### src/common/lppi_map.svh
`ifndef LPPI_MAP_SVH
`define LPPI_MAP_SVH
// =====================================================
// link clock phases (ck is clk divided by four)
`define LPPI_PH_RISE_LOAD 2'h2
`define LPPI_PH_FALL_LOAD 2'h0
`define LPPI_PH_CK_HI_A   2'h3
`define LPPI_PH_CK_HI_B   2'h0
// =====================================================
// burst and timing counts
`define LPPI_BURST_BEATS  4'h8
`define LPPI_WR_LAT_CK    4'h2
`define LPPI_RD_TIMEOUT   8'h40
`define LPPI_BUF_DEPTH    2
// =====================================================
// reset values
`define LPPI_CKE_RST      1'h0
`define LPPI_CS_N_RST     1'h1
`define LPPI_ODT_RST      1'h0
`endif

### src/common/lppi_pkg.sv
package lppi_pkg;
   typedef enum logic [3:0] {
      ST_IDLE   = 4'h1,
      ST_WLAT   = 4'h2,
      ST_WBURST = 4'h4,
      ST_RWAIT  = 4'h8
   } lppi_state_t;

   typedef enum logic [1:0] {
      KIND_NONE  = 2'h0,
      KIND_WRITE = 2'h1,
      KIND_READ  = 2'h2
   } lppi_kind_t;
endpackage

### src/logic/lppi_buf.sv
`timescale 1ns/1ps
module lppi_buf #(
   parameter int W     = 36,
   parameter int DEPTH = 2
) (
   input  wire logic         clk_i,
   input  wire logic         srst_i,
   input  wire logic         in_valid_i,
   output logic              in_ready_o,
   input  wire logic [W-1:0] in_data_i,
   output logic              out_valid_o,
   input  wire logic         out_ready_i,
   output logic [W-1:0]      out_data_o
);
   localparam int PW = (DEPTH > 1) ? $clog2(DEPTH) : 1;
   localparam int CW = $clog2(DEPTH + 1);

   logic [W-1:0]  mem [DEPTH];
   logic [PW-1:0] wr_ptr;
   logic [PW-1:0] rd_ptr;
   logic [CW-1:0] count;
   logic [PW-1:0] next_wr_ptr;
   logic [PW-1:0] next_rd_ptr;
   logic [CW-1:0] next_count;
   logic          push;
   logic          pop;

   assign push       = in_valid_i && in_ready_o;
   assign pop        = out_valid_o && out_ready_i;
   assign out_data_o = mem[rd_ptr];

   always_comb begin
      next_wr_ptr = wr_ptr;
      next_rd_ptr = rd_ptr;
      next_count  = count;
      if (push) begin
         next_wr_ptr = (wr_ptr == PW'(DEPTH - 1)) ? '0 : wr_ptr + PW'(1);
      end
      if (pop) begin
         next_rd_ptr = (rd_ptr == PW'(DEPTH - 1)) ? '0 : rd_ptr + PW'(1);
      end
      if (push && !pop) begin
         next_count = count + CW'(1);
      end else if (pop && !push) begin
         next_count = count - CW'(1);
      end
   end

   always_ff @(posedge clk_i) begin
      if (srst_i) begin
         wr_ptr      <= '0;
         rd_ptr      <= '0;
         count       <= '0;
         in_ready_o  <= 1'b0;
         out_valid_o <= 1'b0;
      end else begin
         wr_ptr      <= next_wr_ptr;
         rd_ptr      <= next_rd_ptr;
         count       <= next_count;
         in_ready_o  <= (next_count < CW'(DEPTH));
         out_valid_o <= (next_count != '0);
      end
      if (push) begin
         mem[wr_ptr] <= in_data_i;
      end
   end
endmodule

### src/logic/lppi_host.sv
`timescale 1ns/1ps
`include "lppi_map.svh"

// Operation
// ca carries a rise half and a fall half, each stable across its ck edge.
// chip select and clock enable change only for the ck rising edge.
// ck rising edge is true rising while complement falls.
// clock enable low stops device clocks, buffers and drivers.
// clock enable transitions requested by commands enter and leave power saving.
// each command is clock enable, chip select and ca presented together.
// a beat with its mask high is discarded by the device.
// mask travels with write data on both strobe edges.
// mask bit n covers data byte n.
// controller drives the strobe on writes only; device drives it on reads.
// write strobe edges sit in the centre of each data beat.
// strobe n qualifies data byte lane n.
// termination control follows the command's odt request.
// 32-bit data is driven by controller on writes only.
// ca lines are sourced only by the controller.
// every burst is exactly eight beats.
module lppi_host #(
   parameter logic [3:0] WL         = `LPPI_WR_LAT_CK,
   parameter logic [7:0] RD_TIMEOUT = `LPPI_RD_TIMEOUT
) (
   input  wire logic        clk_i,
   input  wire logic        srst_i,
   input  wire logic        cmd_valid_i,
   output logic             cmd_ready_o,
   input  wire logic [1:0]  cmd_kind_i,
   input  wire logic        cmd_cke_i,
   input  wire logic        cmd_cs_n_i,
   input  wire logic [9:0]  cmd_ca_rise_i,
   input  wire logic [9:0]  cmd_ca_fall_i,
   input  wire logic        cmd_odt_i,
   input  wire logic        wr_valid_i,
   output logic             wr_ready_o,
   input  wire logic [31:0] wr_data_i,
   input  wire logic [3:0]  wr_mask_i,
   output logic             rd_valid_o,
   output logic [31:0]      rd_data_o,
   output logic             rd_timeout_o,
   output logic             ck_t_o,
   output logic             ck_c_o,
   output logic             cke_o,
   output logic             cs_n_o,
   output logic [9:0]       ca_o,
   output logic             odt_o,
   output logic [3:0]       dm_o,
   input  wire logic [31:0] dq_i,
   output logic [31:0]      dq_o,
   output logic [31:0]      dq_oe_n_o,
   input  wire logic [3:0]  dqs_t_i,
   input  wire logic [3:0]  dqs_c_i,
   output logic [3:0]       dqs_t_o,
   output logic [3:0]       dqs_c_o,
   output logic [3:0]       dqs_oe_n_o
);
   // =====================================================
   // state
   lppi_pkg::lppi_state_t state;
   lppi_pkg::lppi_state_t next_state;
   logic [1:0]  ph;
   logic [1:0]  next_ph;
   logic [3:0]  lat;
   logic [3:0]  next_lat;
   logic [3:0]  beat;
   logic [3:0]  next_beat;
   logic [3:0]  rd_cnt;
   logic [3:0]  next_rd_cnt;
   logic [7:0]  tmo;
   logic [7:0]  next_tmo;
   logic [9:0]  ca_fall;
   logic [9:0]  next_ca_fall;
   logic        next_cmd_ready;
   logic        next_ck_t;
   logic        next_cke;
   logic        next_cs_n;
   logic [9:0]  next_ca;
   logic        next_odt;
   logic [3:0]  next_dm;
   logic [31:0] next_dq;
   logic        next_oe_n;
   logic        next_dqs;
   logic        next_rd_valid;
   logic [31:0] next_rd_data;
   logic        next_rd_tmo;
   logic        accept;
   logic        load_slot;
   logic        buf_valid;
   logic [35:0] buf_data;
   logic [3:0]  lane_edge;
   logic [7:0]  lane_byte [4];

   // =====================================================
   // write data buffer
   lppi_buf #(
      .W     (36),
      .DEPTH (`LPPI_BUF_DEPTH)
   ) u_wbuf (
      .clk_i       (clk_i),
      .srst_i      (srst_i),
      .in_valid_i  (wr_valid_i),
      .in_ready_o  (wr_ready_o),
      .in_data_i   ({wr_mask_i, wr_data_i}),
      .out_valid_o (buf_valid),
      .out_ready_i (load_slot),
      .out_data_o  (buf_data)
   );

   assign accept    = cmd_valid_i && cmd_ready_o && (ph == `LPPI_PH_RISE_LOAD);
   assign load_slot = ((ph == `LPPI_PH_FALL_LOAD) || (ph == `LPPI_PH_RISE_LOAD)) &&
                      (((state == lppi_pkg::ST_WBURST) && (beat != `LPPI_BURST_BEATS)) ||
                       ((state == lppi_pkg::ST_WLAT) && (ph == `LPPI_PH_RISE_LOAD) && (lat <= 4'h1)));

   // =====================================================
   // read capture, one strobe per byte lane
   // lane own strobe
   for (genvar l = 0; l < 4; l++) begin : g_lane
      logic       t_s1;
      logic       t_s2;
      logic       c_s1;
      logic       c_s2;
      logic [7:0] b_s1;
      logic [7:0] b_s2;
      logic       lvl_d;
      logic       edge_d;
      logic       edge_dd;
      logic [7:0] cap;
      always_ff @(posedge clk_i) begin
         if (srst_i) begin
            t_s1    <= 1'b0;
            t_s2    <= 1'b0;
            c_s1    <= 1'b1;
            c_s2    <= 1'b1;
            b_s1    <= 8'h00;
            b_s2    <= 8'h00;
            lvl_d   <= 1'b0;
            edge_d  <= 1'b0;
            edge_dd <= 1'b0;
            cap     <= 8'h00;
         end else begin
            t_s1    <= dqs_t_i[l];
            t_s2    <= t_s1;
            c_s1    <= dqs_c_i[l];
            c_s2    <= c_s1;
            b_s1    <= dq_i[8*l +: 8];
            b_s2    <= b_s1;
            lvl_d   <= t_s2 & ~c_s2;
            edge_d  <= (t_s2 & ~c_s2) ^ lvl_d;
            edge_dd <= edge_d;
            if (edge_d) begin
               cap <= b_s2;
            end
         end
      end
      assign lane_edge[l] = edge_dd;
      assign lane_byte[l] = cap;
   end

   // =====================================================
   // next-state logic
   always_comb begin
      next_ph       = ph + 2'h1;
      next_state    = state;
      next_lat      = lat;
      next_beat     = beat;
      next_rd_cnt   = rd_cnt;
      next_tmo      = tmo;
      next_ca_fall  = ca_fall;
      next_cke      = cke_o;
      next_cs_n     = cs_n_o;
      next_ca       = ca_o;
      next_odt      = odt_o;
      next_dm       = dm_o;
      next_dq       = dq_o;
      next_rd_valid = 1'b0;
      next_rd_data  = rd_data_o;
      next_rd_tmo   = 1'b0;
      // ck from divider
      next_ck_t     = (ph == `LPPI_PH_CK_HI_A) || (ph == `LPPI_PH_CK_HI_B);
      // sdr on rise
      if (ph == `LPPI_PH_RISE_LOAD) begin
         next_cs_n = 1'b1;
      end
      // fall half
      if (ph == `LPPI_PH_FALL_LOAD) begin
         next_ca = ca_fall;
      end
      // command as one
      if (accept) begin
         next_cs_n    = cmd_cs_n_i;
         // cke transitions requested
         next_cke     = cmd_cke_i;
         // ca output only
         next_ca      = cmd_ca_rise_i;
         next_ca_fall = cmd_ca_fall_i;
         // odt per command
         next_odt     = cmd_odt_i;
      end
      unique case (state)
         lppi_pkg::ST_IDLE: begin
            if (accept && (cmd_kind_i == lppi_pkg::KIND_WRITE)) begin
               next_state = lppi_pkg::ST_WLAT;
               next_lat   = WL;
            end else if (accept && (cmd_kind_i == lppi_pkg::KIND_READ)) begin
               next_state  = lppi_pkg::ST_RWAIT;
               next_rd_cnt = 4'h0;
               next_tmo    = 8'h00;
            end
         end
         lppi_pkg::ST_WLAT: begin
            if (ph == `LPPI_PH_RISE_LOAD) begin
               next_lat = lat - 4'h1;
               if (lat <= 4'h1) begin
                  next_state = lppi_pkg::ST_WBURST;
                  next_beat  = 4'h0;
               end
            end
         end
         lppi_pkg::ST_WBURST: begin
            // eight beats
            if ((ph == `LPPI_PH_RISE_LOAD) && (beat == `LPPI_BURST_BEATS)) begin
               next_state = lppi_pkg::ST_IDLE;
            end
         end
         lppi_pkg::ST_RWAIT: begin
            next_tmo = tmo + 8'h01;
            if (lane_edge[0]) begin
               next_rd_valid = 1'b1;
               next_rd_data  = {lane_byte[3], lane_byte[2], lane_byte[1], lane_byte[0]};
               next_rd_cnt   = rd_cnt + 4'h1;
               if (rd_cnt == `LPPI_BURST_BEATS - 4'h1) begin
                  next_state = lppi_pkg::ST_IDLE;
               end
            end else if (tmo == RD_TIMEOUT) begin
               next_rd_tmo = 1'b1;
               next_state  = lppi_pkg::ST_IDLE;
            end
         end
         default: begin
            next_state = lppi_pkg::ST_IDLE;
         end
      endcase
      // entry into the burst loads beat 0 on the same phase
      if (load_slot) begin
         // mask with data
         next_dq   = buf_data[31:0];
         // empty buffer masks beat
         // mask per byte
         next_dm   = buf_valid ? buf_data[35:32] : 4'hf;
         next_beat = next_beat + 4'h1;
      end
      // write strobe ownership
      // dq driven on writes
      next_oe_n      = (next_state != lppi_pkg::ST_WBURST);
      // strobe edges centred
      next_dqs       = (next_state == lppi_pkg::ST_WBURST) && next_ck_t;
      next_cmd_ready = (next_state == lppi_pkg::ST_IDLE) && (next_ph == `LPPI_PH_RISE_LOAD);
   end

   // =====================================================
   // registers
   always_ff @(posedge clk_i) begin
      if (srst_i) begin
         state        <= lppi_pkg::ST_IDLE;
         ph           <= 2'h0;
         lat          <= 4'h0;
         beat         <= 4'h0;
         rd_cnt       <= 4'h0;
         tmo          <= 8'h00;
         ca_fall      <= 10'h000;
         cmd_ready_o  <= 1'b0;
         ck_t_o       <= 1'b0;
         ck_c_o       <= 1'b1;
         cke_o        <= `LPPI_CKE_RST;
         cs_n_o       <= `LPPI_CS_N_RST;
         ca_o         <= 10'h000;
         odt_o        <= `LPPI_ODT_RST;
         dm_o         <= 4'h0;
         dq_o         <= 32'h0000_0000;
         dq_oe_n_o    <= 32'hffff_ffff;
         dqs_t_o      <= 4'h0;
         dqs_c_o      <= 4'hf;
         dqs_oe_n_o   <= 4'hf;
         rd_valid_o   <= 1'b0;
         rd_data_o    <= 32'h0000_0000;
         rd_timeout_o <= 1'b0;
      end else begin
         state        <= next_state;
         ph           <= next_ph;
         lat          <= next_lat;
         beat         <= next_beat;
         rd_cnt       <= next_rd_cnt;
         tmo          <= next_tmo;
         ca_fall      <= next_ca_fall;
         cmd_ready_o  <= next_cmd_ready;
         ck_t_o       <= next_ck_t;
         ck_c_o       <= ~next_ck_t;
         cke_o        <= next_cke;
         cs_n_o       <= next_cs_n;
         ca_o         <= next_ca;
         odt_o        <= next_odt;
         dm_o         <= next_dm;
         dq_o         <= next_dq;
         dq_oe_n_o    <= {32{next_oe_n}};
         dqs_t_o      <= {4{next_dqs}};
         dqs_c_o      <= {4{~next_dqs}};
         dqs_oe_n_o   <= {4{next_oe_n}};
         rd_valid_o   <= next_rd_valid;
         rd_data_o    <= next_rd_data;
         rd_timeout_o <= next_rd_tmo;
      end
   end

   logic [3:0] dqs_rises;
   always_ff @(posedge clk_i) begin
      if (srst_i || dqs_oe_n_o[0]) begin
         dqs_rises <= 4'h0;
      end else if (!dqs_t_o[0] && next_dqs) begin
         dqs_rises <= dqs_rises + 4'h1;
      end
   end
endmodule

### config.mk
export PLATFORM = sky130hd
export DESIGN_NAME = lppi_host
export DESIGN_NICKNAME = d
export VERILOG_FILES = /design/src/common/lppi_pkg.sv /design/src/logic/lppi_buf.sv /design/src/logic/lppi_host.sv
export VERILOG_INCLUDE_DIRS = /design/src /design/src/common
export SDC_FILE = /design/constraint.sdc
export NUM_CORES = 1
export LEC_CHECK = 0
export ABC_AREA = 1
export BUFFER_PORTS_ARGS = -buffer_cell sky130_fd_sc_hd__buf_2
export CAP_MARGIN = 30
export CORE_ASPECT_RATIO = 2
export CORE_UTILIZATION = 45
export CTS_CLUSTER_DIAMETER = 120
export CTS_CLUSTER_SIZE = 16
export DETAILED_ROUTE_END_ITERATION = 16
export PLACE_DENSITY = 0.68
export SETUP_SLACK_MARGIN = 0.05
export SYNTH_ARGS = -nofsm -noshare
export SYNTH_HDL_FRONTEND = slang
export SYNTH_SLANG_ARGS = --single-unit
### constraint.sdc
create_clock -name clk_i -period 4.2 [get_ports clk_i]
set_clock_uncertainty 0.1 [all_clocks]
set_input_delay 0.42 -clock clk_i [delete_from_list [all_inputs] [get_ports clk_i]]
set_output_delay 0.42 -clock clk_i [all_outputs]
set_load 0.01 [all_outputs]
==> flow_metrics.env, run 1 <==
export IMPL_run_status="complete, no violations"
export IMPL_die_height_um=229
export IMPL_final_period_utilization=0.545
export IMPL_detail_route_drc_violations=0
export IMPL_detailed_route_wl_um=23900
export IMPL_path_common_cell="inv_1"
export IMPL_dpl_instance_area_mm2=0.0128
export IMPL_areaGrowthSynthToFinish_pct=20.6
export IMPL_initial_utilization=0.461
export IMPL_slowest_stage="inv_1"
export IMPL_crit_fanout=22
export IMPL_number_of_flops_mapped_to_enable_cells_by_yosys=72
export IMPL_timing_worst_slew_pin_value_ps=776
export IMPL_r2r_start="ph[0]$_SDFF_PP0_"
export IMPL_detail_route_antenna_nets=0
export IMPL_numnets_final=1584
export IMPL_worst_endpoint_required_ps=4570
export IMPL_synthesis_instances=1232
export IMPL_die_x_um=116
export IMPL_via_count=8440
export IMPL_worstHoldStart="dq_i[9]"
export IMPL_worstRegToRegCells=8
export IMPL_mapped_area_mm2=0.0116
export IMPL_cts_htree_levels=1
export IMPL_design_portCount=236
export IMPL_finalCoreUtilization=0.556
export IMPL_crit_path_start_kind="flip-flop"
export IMPL_holdWs_ps=18.5
export IMPL_rsz0062_at_grt="no"
export IMPL_design_area_mm2=0.0140
export IMPL_vias_per_cell=4.66
export IMPL_grt_antenna_before_repair=0
export IMPL_path_cells="inv_1 -> ha_1 -> nand3_2 -> inv_1 -> nand2_1 -> nand2_1 -> o21ai_0 -> inv_1"
export IMPL_max_slew_margin=0.482
export IMPL_dp_final_hpwl_um=16000
export IMPL_grt_max_degree=75
export IMPL_global_route_wire_length_before_repair_um=37900
export IMPL_gp_congestion=0.824
export IMPL_hold_class="in2reg"
export IMPL_drt_wirelength_per_cell_um=13.2
export IMPL_die_area_mm2=0.0266
export IMPL_holdPathEnd="g_lane[1].b_s1[1]$_SDFF_PP0_"
export IMPL_number_of_synthesized_register_bits=325
export IMPL_flip_flop_cell_with_the_highest_count_after_synthesis="dfxtp_1"
export IMPL_layout_drive_gt1_share=0.211
export IMPL_clk_pin_slew_worst_paths_ps=70
export IMPL_report_final_hold_viol_count=0
export IMPL_tritoncts_buffers=24
export IMPL_finalMaxSlewViolations=0
export IMPL_drt_first_pass_iters=4
export IMPL_synth_sequential_area_ratio=0.621
export IMPL_rows=82
export IMPL_cts_buffer_depth=3
export IMPL_synth_avg_cell_area_um2=9.45
export IMPL_insertion_delay_ps=540
export IMPL_async_reset_ff_frac=0
export IMPL_power_leakage_nw=6.22
export IMPL_yosys_warnings=0
export IMPL_worstHoldPathCells=3
export IMPL_fin_ws_ps=1910
export IMPL_syn_nets=1347
export IMPL_core_region_area_mm2=0.0252
export IMPL_cts_num_sinks=325
export IMPL_clock_root_buffer="clkbuf_16"
export IMPL_number_of_global_route_vias_before_repair=7989
export IMPL_netlist_cell_types=37
export IMPL_critPathCaptureType="flip-flop"
export IMPL_final_setup_viol_count=0
export IMPL_crit_arrival_ps=2650
export IMPL_critical_path_max_stage_delay_ps=650
export IMPL_portBuffers=235
export IMPL_finalSetupTns_ps=0
export IMPL_peakVddDrop_v=0.000343
export IMPL_initial_drc_count=417
export IMPL_timing_reg2reg_setup_slack_ps=1910
export IMPL_cts_setup_buffers=0
export IMPL_timing_worst_setup_path_type="reg2reg"
export IMPL_timing_final_crit_period_ps=2290
export IMPL_cts_tree="yes"
export IMPL_detailedPlace_worstSlack_ps=1630
export IMPL_cellPowerDensity_mw_per_mm2=403
export IMPL_global_route_usage_over_all_layers=0.181
export IMPL_r2r_end="ca_o[0]$_SDFFE_PP0P_"
export IMPL_overflow=0
export IMPL_drv_max_cap_violation_count=0
export IMPL_antennaDiodeCount=0
export IMPL_max_clock_freq_mhz=437
-- layer usage --
| metal | routed length (µm) | GRT usage | share of wire | vias to the layer above |
|---|---|---|---|---|
| met2 | 13300 | 0.358 | 0.56 | 222 |
| met5 | 0 | 0 | 0 | - |
| li1 | - | - | - | 4316 |
| met3 | 877 | 0.0206 | 0.037 | 38 |
| met4 | 732 | 0.0749 | 0.031 | 0 |
| met1 | 8940 | 0.185 | 0.37 | 3864 |
-- stage by stage --
step                power (W)  std cells
global route          0.00586       1813
finish                0.00565       1813
detailed placement    0.00358       1720
global placement      0.00357       1718
floorplan             0.00348       1232
CTS                   0.00571       1813
-- worst max path at each step --
stage | from | end | slack, ps | depth (start not counted)
CTS | ph[0]$_SDFF_PP0_ | ca_o[0]$_SDFFE_PP0P_ | 1880 | 8
detailed placement | srst_i | dq_o[26]$_SDFFE_PP0N_ | 1630 | 5
global route | ph[0]$_SDFF_PP0_ | ca_o[5]$_SDFFE_PP0P_ | 1580 | 8
floorplan | wr_valid_i | u_wbuf.mem[1][0]$_DFFE_PP_ | 1620 | 2
finish | ph[0]$_SDFF_PP0_ | ca_o[0]$_SDFFE_PP0P_ | 1910 | 8
global placement | srst_i | g_lane[1].edge_d$_SDFF_PP0_ | 1710 | 5
-- critical path, delay by kind of cell (launching register included) --
family          cells  cell delay, ps
compound gates      1              70
fa+ha+maj           1             270
flops               1             330
buf+inv             3             840
simple gates        3             590
-- cells in the final DEF (no fill, tap or decap), types with 2 or more instances in the layout --
master / instances
xnor2_1: 3
mux2i_1: 32
a21oi_1: 93
nor2_4: 4
clkinv_1: 2
nand2_2: 4
clkbuf_16: 25
o21ai_0: 79
ha_1: 10
dfxtp_1: 252
buf_2: 234
mux2_2: 4
o211ai_1: 4
nand4_1: 5
nand2_4: 2
buf_4: 5
a211oi_1: 2
nand3_2: 5
nor2_1: 198
clkbuf_1: 8
edfxtp_1: 72
nor3_2: 2
inv_1: 140
nand3_1: 15
buf_16: 2
dlygate4sd3_1: 59
nor2_2: 3
inv_2: 5
nand2_1: 170
or2_2: 12
xor2_1: 4
nor3_1: 4
o21ai_1: 10
-- power by group --
group	switching [W]	internal [W]	leakage [nW]
sequential	0.0000226	0.00327	2.72
combinational	0.000143	0.000119	3.18
clock	0.00102	0.00108	0.324
total	0.00118	0.00447	6.22
-- sequential cells by signal (all words and copies together), names as in the netlist, 8 cells and up, named ones only --
name,flops
ca_o,10
ca_fall,10
dq_o,32
g_lane.b_s1,32
g_lane.cap,32
tmo,8
rd_data_o,32
g_lane.b_s2,32
u_wbuf.mem,72
-- layout make-up --
type	count	area, µm²
fillers	2292	11200
flip-flops and latches	325	7230
multi-input cells	669	3300
repair buffers	300	1850
clock buffers	33	656
inverters	149	566
well taps	336	420
clock inverters	1	16.3
-- what timing repair did --
action | CTS | global route
hold endpoints to repair | 95 | 0
gates resized for setup | 0 | 0
hold buffers | 59 | 0
-- synth_stat cells, types with 5 or more instances --
cell | number | area [µm²]
edfxtp_1 | 72 | 2160
nor2_1 | 200 | 751
o21ai_0 | 79 | 395
a21oi_1 | 93 | 465
nand2_1 | 170 | 638
mux2i_1 | 32 | 320
buf_6 | 8 | 90.1
nand3_1 | 15 | 75.1
nand3_2 | 5 | 50.1
ha_1 | 10 | 125
dfxtp_1 | 253 | 5060
buf_2 | 8 | 40.0
clkbuf_1 | 31 | 116
o21ai_1 | 10 | 50.1
or2_2 | 12 | 75.1
nand4_1 | 5 | 31.3
inv_1 | 140 | 526
buf_4 | 42 | 315
-- cells by family (layout without fill, tap and decap cells) --
family | count (synthesis) | count (layout) | share of synthesized area
flip-flops | 325 | 325 | 0.621
XOR/XNOR | 7 | 7 | 0.00527
buffers and inverters | 238 | 483 | 0.0968
multiplexers | 36 | 36 | 0.0314
AO/OA/AOI/OAI | 191 | 191 | 0.0841
adder cells (fa/ha/maj) | 10 | 10 | 0.0107
AND/OR/NAND/NOR | 425 | 425 | 0.151
Power figures use the tool's default switching activity.
==> inputs of run 2 (changes only) <==
==> constraint.sdc (replaced) <==
create_clock -name clk_i -period 2.2 [get_ports clk_i]
set_clock_uncertainty 0.1 [all_clocks]
set_input_delay 0.22 -clock clk_i [delete_from_list [all_inputs] [get_ports clk_i]]
set_output_delay 0.22 -clock clk_i [all_outputs]
set_load 0.01 [all_outputs]
==> run 2 against run 1 <==
Maximum frequency rose by 15%. Routed wire length rose by 4.2%. Hold slack improved by 38 ps. Combinational power rose by 120%. Highest routed layer unchanged.
==> flow_metrics.env, run 2 (synthesized netlist as in run 1, its figures left out) <==
export IMPL_crit_arrival_ps=2340
export IMPL_power_frac_comb=0.053
export IMPL_largest_register_ff_count=72
export IMPL_grt_max_degree=146
export IMPL_clk_pin_slew_worst_paths_ps=70
export IMPL_critPathCaptureType="flip-flop"
export IMPL_clock_root_buffer="clkbuf_16"
export IMPL_final_common_cell="dfxtp_1"
export IMPL_global_route_usage_over_all_layers=0.191
export IMPL_cts_buffer_depth=3
export IMPL_drt_wirelength_per_cell_um=13.3
export IMPL_rows=82
export IMPL_finalMaxSlewViolations=0
export IMPL_max_slew_margin=0.585
export IMPL_netSwitchingFraction=0.207
export IMPL_number_of_global_route_vias_before_repair=8600
export IMPL_rsz0062_at_grt="no"
export IMPL_worst_endpoint_required_ps=2560
export IMPL_max_clock_freq_mhz=503
export IMPL_global_route_wire_length_before_repair_um=40100
export IMPL_power_internal_w=0.00860
export IMPL_timing_worst_slew_pin_value_ps=622
export IMPL_cts_num_sinks=325
export IMPL_holdPathEnd="state[1]$_SDFF_PP0_"
export IMPL_drv_max_cap_violation_count=0
export IMPL_insertion_delay_ps=520
export IMPL_finalSetupTns_ps=0
export IMPL_timing_reg2reg_setup_slack_ps=210
export IMPL_hold_class="in2reg"
export IMPL_switching_power_w=0.00225
export IMPL_cts_tree="yes"
export IMPL_run_status="complete, no violations"
export IMPL_crit_fanout=41
export IMPL_detailed_route_wl_um=24900
export IMPL_die_height_um=229
export IMPL_dp_final_hpwl_um=16500
export IMPL_core_region_area_mm2=0.0252
export IMPL_grt_antenna_before_repair=3
export IMPL_final_setup_viol_count=0
export IMPL_cellPowerDensity_mw_per_mm2=745
export IMPL_initial_utilization=0.461
export IMPL_report_final_hold_viol_count=0
export IMPL_timing_worst_setup_path_type="reg2reg"
export IMPL_numnets_final=1635
export IMPL_worstHoldStart="cmd_kind_i[0]"
export IMPL_n_fill_cell=2225
export IMPL_areaGrowthSynthToFinish_pct=25.1
export IMPL_die_area_mm2=0.0266
export IMPL_timing_final_crit_period_ps=1990
export IMPL_overflow=0
export IMPL_layout_drive_gt1_share=0.211
export IMPL_power_frac_seq=0.579
export IMPL_clock_power_share=0.368
export IMPL_die_x_um=116
export IMPL_dpl_instance_area_mm2=0.0129
export IMPL_final_cell_mix="252 x dfxtp_1, 234 x buf_2, 198 x nor2_1, 170 x nand2_1, 140 x inv_1"
export IMPL_detail_route_antenna_nets=0
export IMPL_r2r_start="ph[0]$_SDFF_PP0_"
export IMPL_crit_path_start_kind="flip-flop"
export IMPL_most_flop_heavy_register="u_wbuf.mem"
export IMPL_worstRegToRegCells=11
export IMPL_design_area_mm2=0.0146
export IMPL_drt_first_pass_iters=5
export IMPL_r2r_end="dq_o[6]$_SDFFE_PP0N_"
export IMPL_detail_route_drc_violations=0
export IMPL_initial_drc_count=350
export IMPL_cts_setup_buffers=0
export IMPL_gp_congestion=0.818
export IMPL_power_leakage_nw=6.45
export IMPL_tritoncts_buffers=24
export IMPL_worstHoldPathCells=5
export IMPL_peakVddDrop_v=0.000651
export IMPL_final_period_utilization=0.904
export IMPL_design_portCount=236
export IMPL_portBuffers=235
export IMPL_cts_htree_levels=1
export IMPL_vias_per_cell=4.66
export IMPL_via_count=8696
-- run 2: changes by cell type in the layout (fill, tap and decap cells not counted), sizes merged --
cell,before,now
clkbuf,33,34
diode,0,3
dlygate4sd3,59,99
buf,241,252
-- run 2: cell type report --
| cell class | instances | area, µm² | share of cell area |
|---|---|---|---|
| Clock inverter | 1 | 16.3 | 0.00112 |
| Timing Repair Buffer | 351 | 2360 | 0.162 |
| Tap cell | 336 | 420 | 0.0289 |
| Clock buffer | 34 | 659 | 0.0453 |
| Inverter | 149 | 568 | 0.0390 |
| Sequential cell | 325 | 7230 | 0.496 |
| Multi-Input combinational cell | 669 | 3300 | 0.227 |
| Antenna cell | 3 | 7.51 | 0.000516 |
-- run 2: critical path, cell delays in order (launching register included) --
cell	delay (ps)
dfxtp_1	330
inv_1	110
ha_1	260
nand2_1	90
nor2_1	110
nand2_2	90
nand2_2	110
nand2_4	90
inv_8	160
buf_12	220
o21ai_0	100
a21oi_1	140
-- run 2: worst max-delay path by stage --
stage / startpoint / to / cells after the start
floorplan: u_wbuf.in_ready_o$_SDFF_PP0_ / u_wbuf.mem[1][0]$_DFFE_PP_ / 2
detailed placement: ph[0]$_SDFF_PP0_ / dq_o[2]$_SDFFE_PP0N_ / 11
finish: ph[0]$_SDFF_PP0_ / dq_o[6]$_SDFFE_PP0N_ / 11
CTS: ph[0]$_SDFF_PP0_ / dq_o[2]$_SDFFE_PP0N_ / 11
global placement: ph[0]$_SDFF_PP0_ / dq_o[7]$_SDFFE_PP0N_ / 11
global route: ph[0]$_SDFF_PP0_ / dq_o[2]$_SDFFE_PP0N_ / 11
-- run 2: stage by stage --
stage	instances	hold WS, ps	util	total power (W)	setup WS, ps
final	1868	56.0	0.577	0.0108	212
after global routing	1868	78.7	0.577	0.0113	51.3
after CTS	1865	43.9	0.576	0.0110	171
after detailed placement	1731	292	0.510	0.00685	196
after global placement	1731	289	0.510	0.00685	299
after floorplan	1232	219	-	0.00664	247
-- run 2: metal layers --
metal,up-vias,track usage,share of wire
li1,4423,-,-
met1,3982,0.196,0.38
met2,232,0.361,0.54
met3,59,0.0222,0.040
met4,0,0.107,0.046
met5,-,0,0
-- run 2: timing repair --
item,CTS,global route
hold buffers,99,0
setup endpoints to repair,0,11
endpoints found under the hold margin,135,0
resized for setup,0,1
-- run 2: power groups by stage --
| stage | Combinational (W) | Clock, W | Sequential (W) |
|---|---|---|---|
| final | 0.000573 | 0.00399 | 0.00628 |
| after global placement | 0.000431 | 0 | 0.00641 |
| after global routing | 0.000638 | 0.00433 | 0.00629 |
| after floorplan | 0.000223 | 0 | 0.00641 |
| after CTS | 0.000575 | 0.00413 | 0.00628 |
| after detailed placement | 0.000437 | 0 | 0.00642 |
==> inputs of run 3 (changes only) <==
--- a/config.mk
+++ b/config.mk
@@ -6,15 +6,14 @@
 export SDC_FILE = /design/constraint.sdc
 export NUM_CORES = 1
 export LEC_CHECK = 0
-export ABC_AREA = 1
 export BUFFER_PORTS_ARGS = -buffer_cell sky130_fd_sc_hd__buf_2
 export CAP_MARGIN = 30
 export CORE_ASPECT_RATIO = 2
-export CORE_UTILIZATION = 45
+export CORE_UTILIZATION = 30
 export CTS_CLUSTER_DIAMETER = 120
 export CTS_CLUSTER_SIZE = 16
 export DETAILED_ROUTE_END_ITERATION = 16
-export PLACE_DENSITY = 0.68
+export PLACE_DENSITY = 0.5
 export SETUP_SLACK_MARGIN = 0.05
 export SYNTH_ARGS = -nofsm -noshare
 export SYNTH_HDL_FRONTEND = slang
==> run 3 against run 2 <==
Routed wire length rose by 9.2%. Register-to-register slack got worse by 60 ps. Final area rose by 3.6%. Combinational power rose by 58%. Count of clock-buffer cells in the layout did not move. Largest cell class unchanged.
==> flow_metrics.env, run 3 <==
export IMPL_detailed_route_wl_um=27200
export IMPL_rows=101
export IMPL_finalSetupTns_ps=0
export IMPL_die_x_um=141
export IMPL_design_portCount=236
export IMPL_crit_fanout=19
export IMPL_fin_ws_ps=154
export IMPL_drv_max_cap_violation_count=0
export IMPL_synthesis_instances=1026
export IMPL_global_route_wire_length_before_repair_um=42200
export IMPL_report_final_hold_viol_count=0
export IMPL_final_cell_mix="251 x dfxtp_1, 234 x buf_2, 107 x nor2_1, 103 x dlygate4sd3_1, 102 x nand2_1"
export IMPL_async_reset_ff_frac=0
export IMPL_cts_buffer_depth=3
export IMPL_cts_tree="yes"
export IMPL_number_of_synthesized_register_bits=325
export IMPL_drt_wirelength_per_cell_um=14.7
export IMPL_worstSetupStartpoint="beat[0]$_SDFF_PP0_"
export IMPL_dp_final_hpwl_um=17700
export IMPL_via_count=8100
export IMPL_power_leakage_nw=5.69
export IMPL_timing_final_crit_period_ps=2050
export IMPL_finalMaxSlewViolations=0
export IMPL_detail_route_drc_violations=0
export IMPL_worst_endpoint_required_ps=2540
export IMPL_cellPowerDensity_mw_per_mm2=753
export IMPL_rsz0062_at_grt="yes"
export IMPL_most_flop_heavy_register="u_wbuf.mem"
export IMPL_layout_drive_gt1_share=0.265
export IMPL_grt_max_degree=112
export IMPL_synth_top_cell_by_area="dfxtp_1"
export IMPL_largest_register_ff_count=72
export IMPL_clk_pin_slew_worst_paths_ps=80
export IMPL_clock_root_buffer="clkbuf_16"
export IMPL_number_of_flops_mapped_to_enable_cells_by_yosys=72
export IMPL_grt_antenna_before_repair=0
export IMPL_mapped_area_mm2=0.0117
export IMPL_number_of_global_route_vias_before_repair=8135
export IMPL_run_status="complete, no violations"
export IMPL_die_height_um=281
export IMPL_worstRegToRegCells=6
export IMPL_timing_critical_path_to="dm_o[3]$_SDFFE_PP0N_"
export IMPL_numnets_final=1443
export IMPL_insertion_delay_ps=540
export IMPL_overflow=0
export IMPL_r2r_end="dm_o[3]$_SDFFE_PP0N_"
export IMPL_yosys_area_top_type_share=0.434
export IMPL_syn_nets=1141
export IMPL_areaGrowthSynthToFinish_pct=29.3
export IMPL_synth_avg_cell_area_um2=11.4
export IMPL_detailedPlace_worstSlack_ps=38.3
export IMPL_antennaDiodeCount=0
export IMPL_max_slew_margin=0.498
export IMPL_detail_route_antenna_nets=0
export IMPL_core_region_area_mm2=0.0382
export IMPL_n_fill_cell=3769
export IMPL_gp_congestion=0.770
export IMPL_cts_num_sinks=325
export IMPL_critPathCaptureType="flip-flop"
export IMPL_flip_flop_cell_with_the_highest_count_after_synthesis="dfxtp_1"
export IMPL_final_common_cell="dfxtp_1"
export IMPL_vias_per_cell=4.37
export IMPL_yosys_warnings=0
export IMPL_synth_sequential_area_ratio=0.620
export IMPL_dpl_cell_count=1703
export IMPL_initial_drc_count=253
export IMPL_final_period_utilization=0.930
export IMPL_final_setup_viol_count=0
export IMPL_hold_class="in2reg"
export IMPL_cts_htree_levels=1
export IMPL_crit_path_start_kind="flip-flop"
export IMPL_portBuffers=235
export IMPL_multiInputGateArea_mm2=0.00387
export IMPL_max_clock_freq_mhz=489
export IMPL_timing_worst_slew_pin_value_ps=753
export IMPL_synth_area_leaders="dfxtp_1 43%, edfxtp_1 19%, mux2i_1 6.8%"
export IMPL_synth_commonest_cells="253 x dfxtp_1, 108 x nor2_1, 102 x nand2_1, 86 x nor2b_1, 79 x mux2i_1"
export IMPL_peakVddDrop_v=0.000552
export IMPL_timing_reg2reg_setup_slack_ps=150
export IMPL_netlist_cell_types=52
export IMPL_finish_cell_count_without_fillers=1852
export IMPL_crit_arrival_ps=2380
export IMPL_synth_most_common_cell="dfxtp_1"
export IMPL_ff_latch_area_mm2=0.00723
export IMPL_initial_utilization=0.306
export IMPL_timing_worst_setup_path_type="reg2reg"
export IMPL_tritoncts_buffers=24
export IMPL_die_area_mm2=0.0397
export IMPL_global_route_usage_over_all_layers=0.136
export IMPL_r2r_start="beat[0]$_SDFF_PP0_"
export IMPL_drt_first_pass_iters=6
export IMPL_holdWs_ps=90.0
-- run 3: through the flow --
stage | total power (W) | util | instance area [µm²]
after CTS | 0.0116 | 0.392 | 15000
final | 0.0114 | 0.395 | 15100
after global placement | 0.00722 | 0.346 | 13200
after detailed placement | 0.00724 | 0.346 | 13200
after floorplan | 0.00703 | - | 11700
after global routing | 0.0119 | 0.395 | 15100
-- run 3: worst min path at each step --
stage                                    from  cells past startpoint                         end
floorplan                        wr_data_i[0]                      0  u_wbuf.mem[0][0]$_DFFE_PP_
global placement    g_lane[1].c_s1$_SDFF_PP1_                      1   g_lane[1].c_s2$_SDFF_PP1_
detailed placement  g_lane[3].c_s1$_SDFF_PP1_                      1   g_lane[3].c_s2$_SDFF_PP1_
CTS                                wr_valid_i                      4  u_wbuf.wr_ptr$_SDFFE_PP0P_
global route                       wr_valid_i                      4  u_wbuf.wr_ptr$_SDFFE_PP0P_
finish                             wr_valid_i                      4  u_wbuf.wr_ptr$_SDFFE_PP0P_
-- run 3: layer usage --
| metal | global-route usage | part of all wire | routed length [µm] |
|---|---|---|---|
| met1 | 0.134 | 0.36 | 9910 |
| met2 | 0.273 | 0.56 | 15100 |
| met3 | 0.0155 | 0.035 | 963 |
| met4 | 0.0675 | 0.043 | 1180 |
| met5 | 0 | 0 | 0 |
-- run 3: logic make-up after synthesis --
group,after synthesis,synth area share
buffers and inverters,110,0.0530
adders and majority gates,10,0.0107
and+or+nand+nor,352,0.151
AOI/OAI and AO/OA,132,0.0844
muxes,80,0.0688
xor gates and xnor gates,17,0.0128
DFF,325,0.620
-- run 3: layout make-up --
type / instances / share of cell area
clock buffer: 34 / 0.0437
multi-input combinational: 591 / 0.256
tap: 515 / 0.0427
inverter: 11 / 0.00274
clock inverter: 1 / 0.00108
sequential: 325 / 0.479
timing repair buffer: 375 / 0.174
-- run 3: repair_timing --
| item | in CTS | in global routing |
|---|---|---|
| setup endpoints to repair | 4 | 46 |
| pin swaps | 0 | 5 |
| buffers inserted | 1 | 8 |
| endpoints found under the hold margin | 152 | 0 |
| gates resized for setup | 2 | 7 |
| hold buffers | 103 | 0 |
| gates cloned | 1 | 0 |
-- run 3: critical path, stage by stage, from the launching register on --
cell and delay (ps):
dfxtp_1 340, or4b_1 610, nand2_1 160, o21ai_4 120
buf_12 170, buf_16 160, a311oi_1 280
-- run 3: where the power goes --
part | switching (W) | internal [W]
logic | 0.000450 | 0.000458
clock network | 0.00203 | 0.00208
registers | 0.0000817 | 0.00625
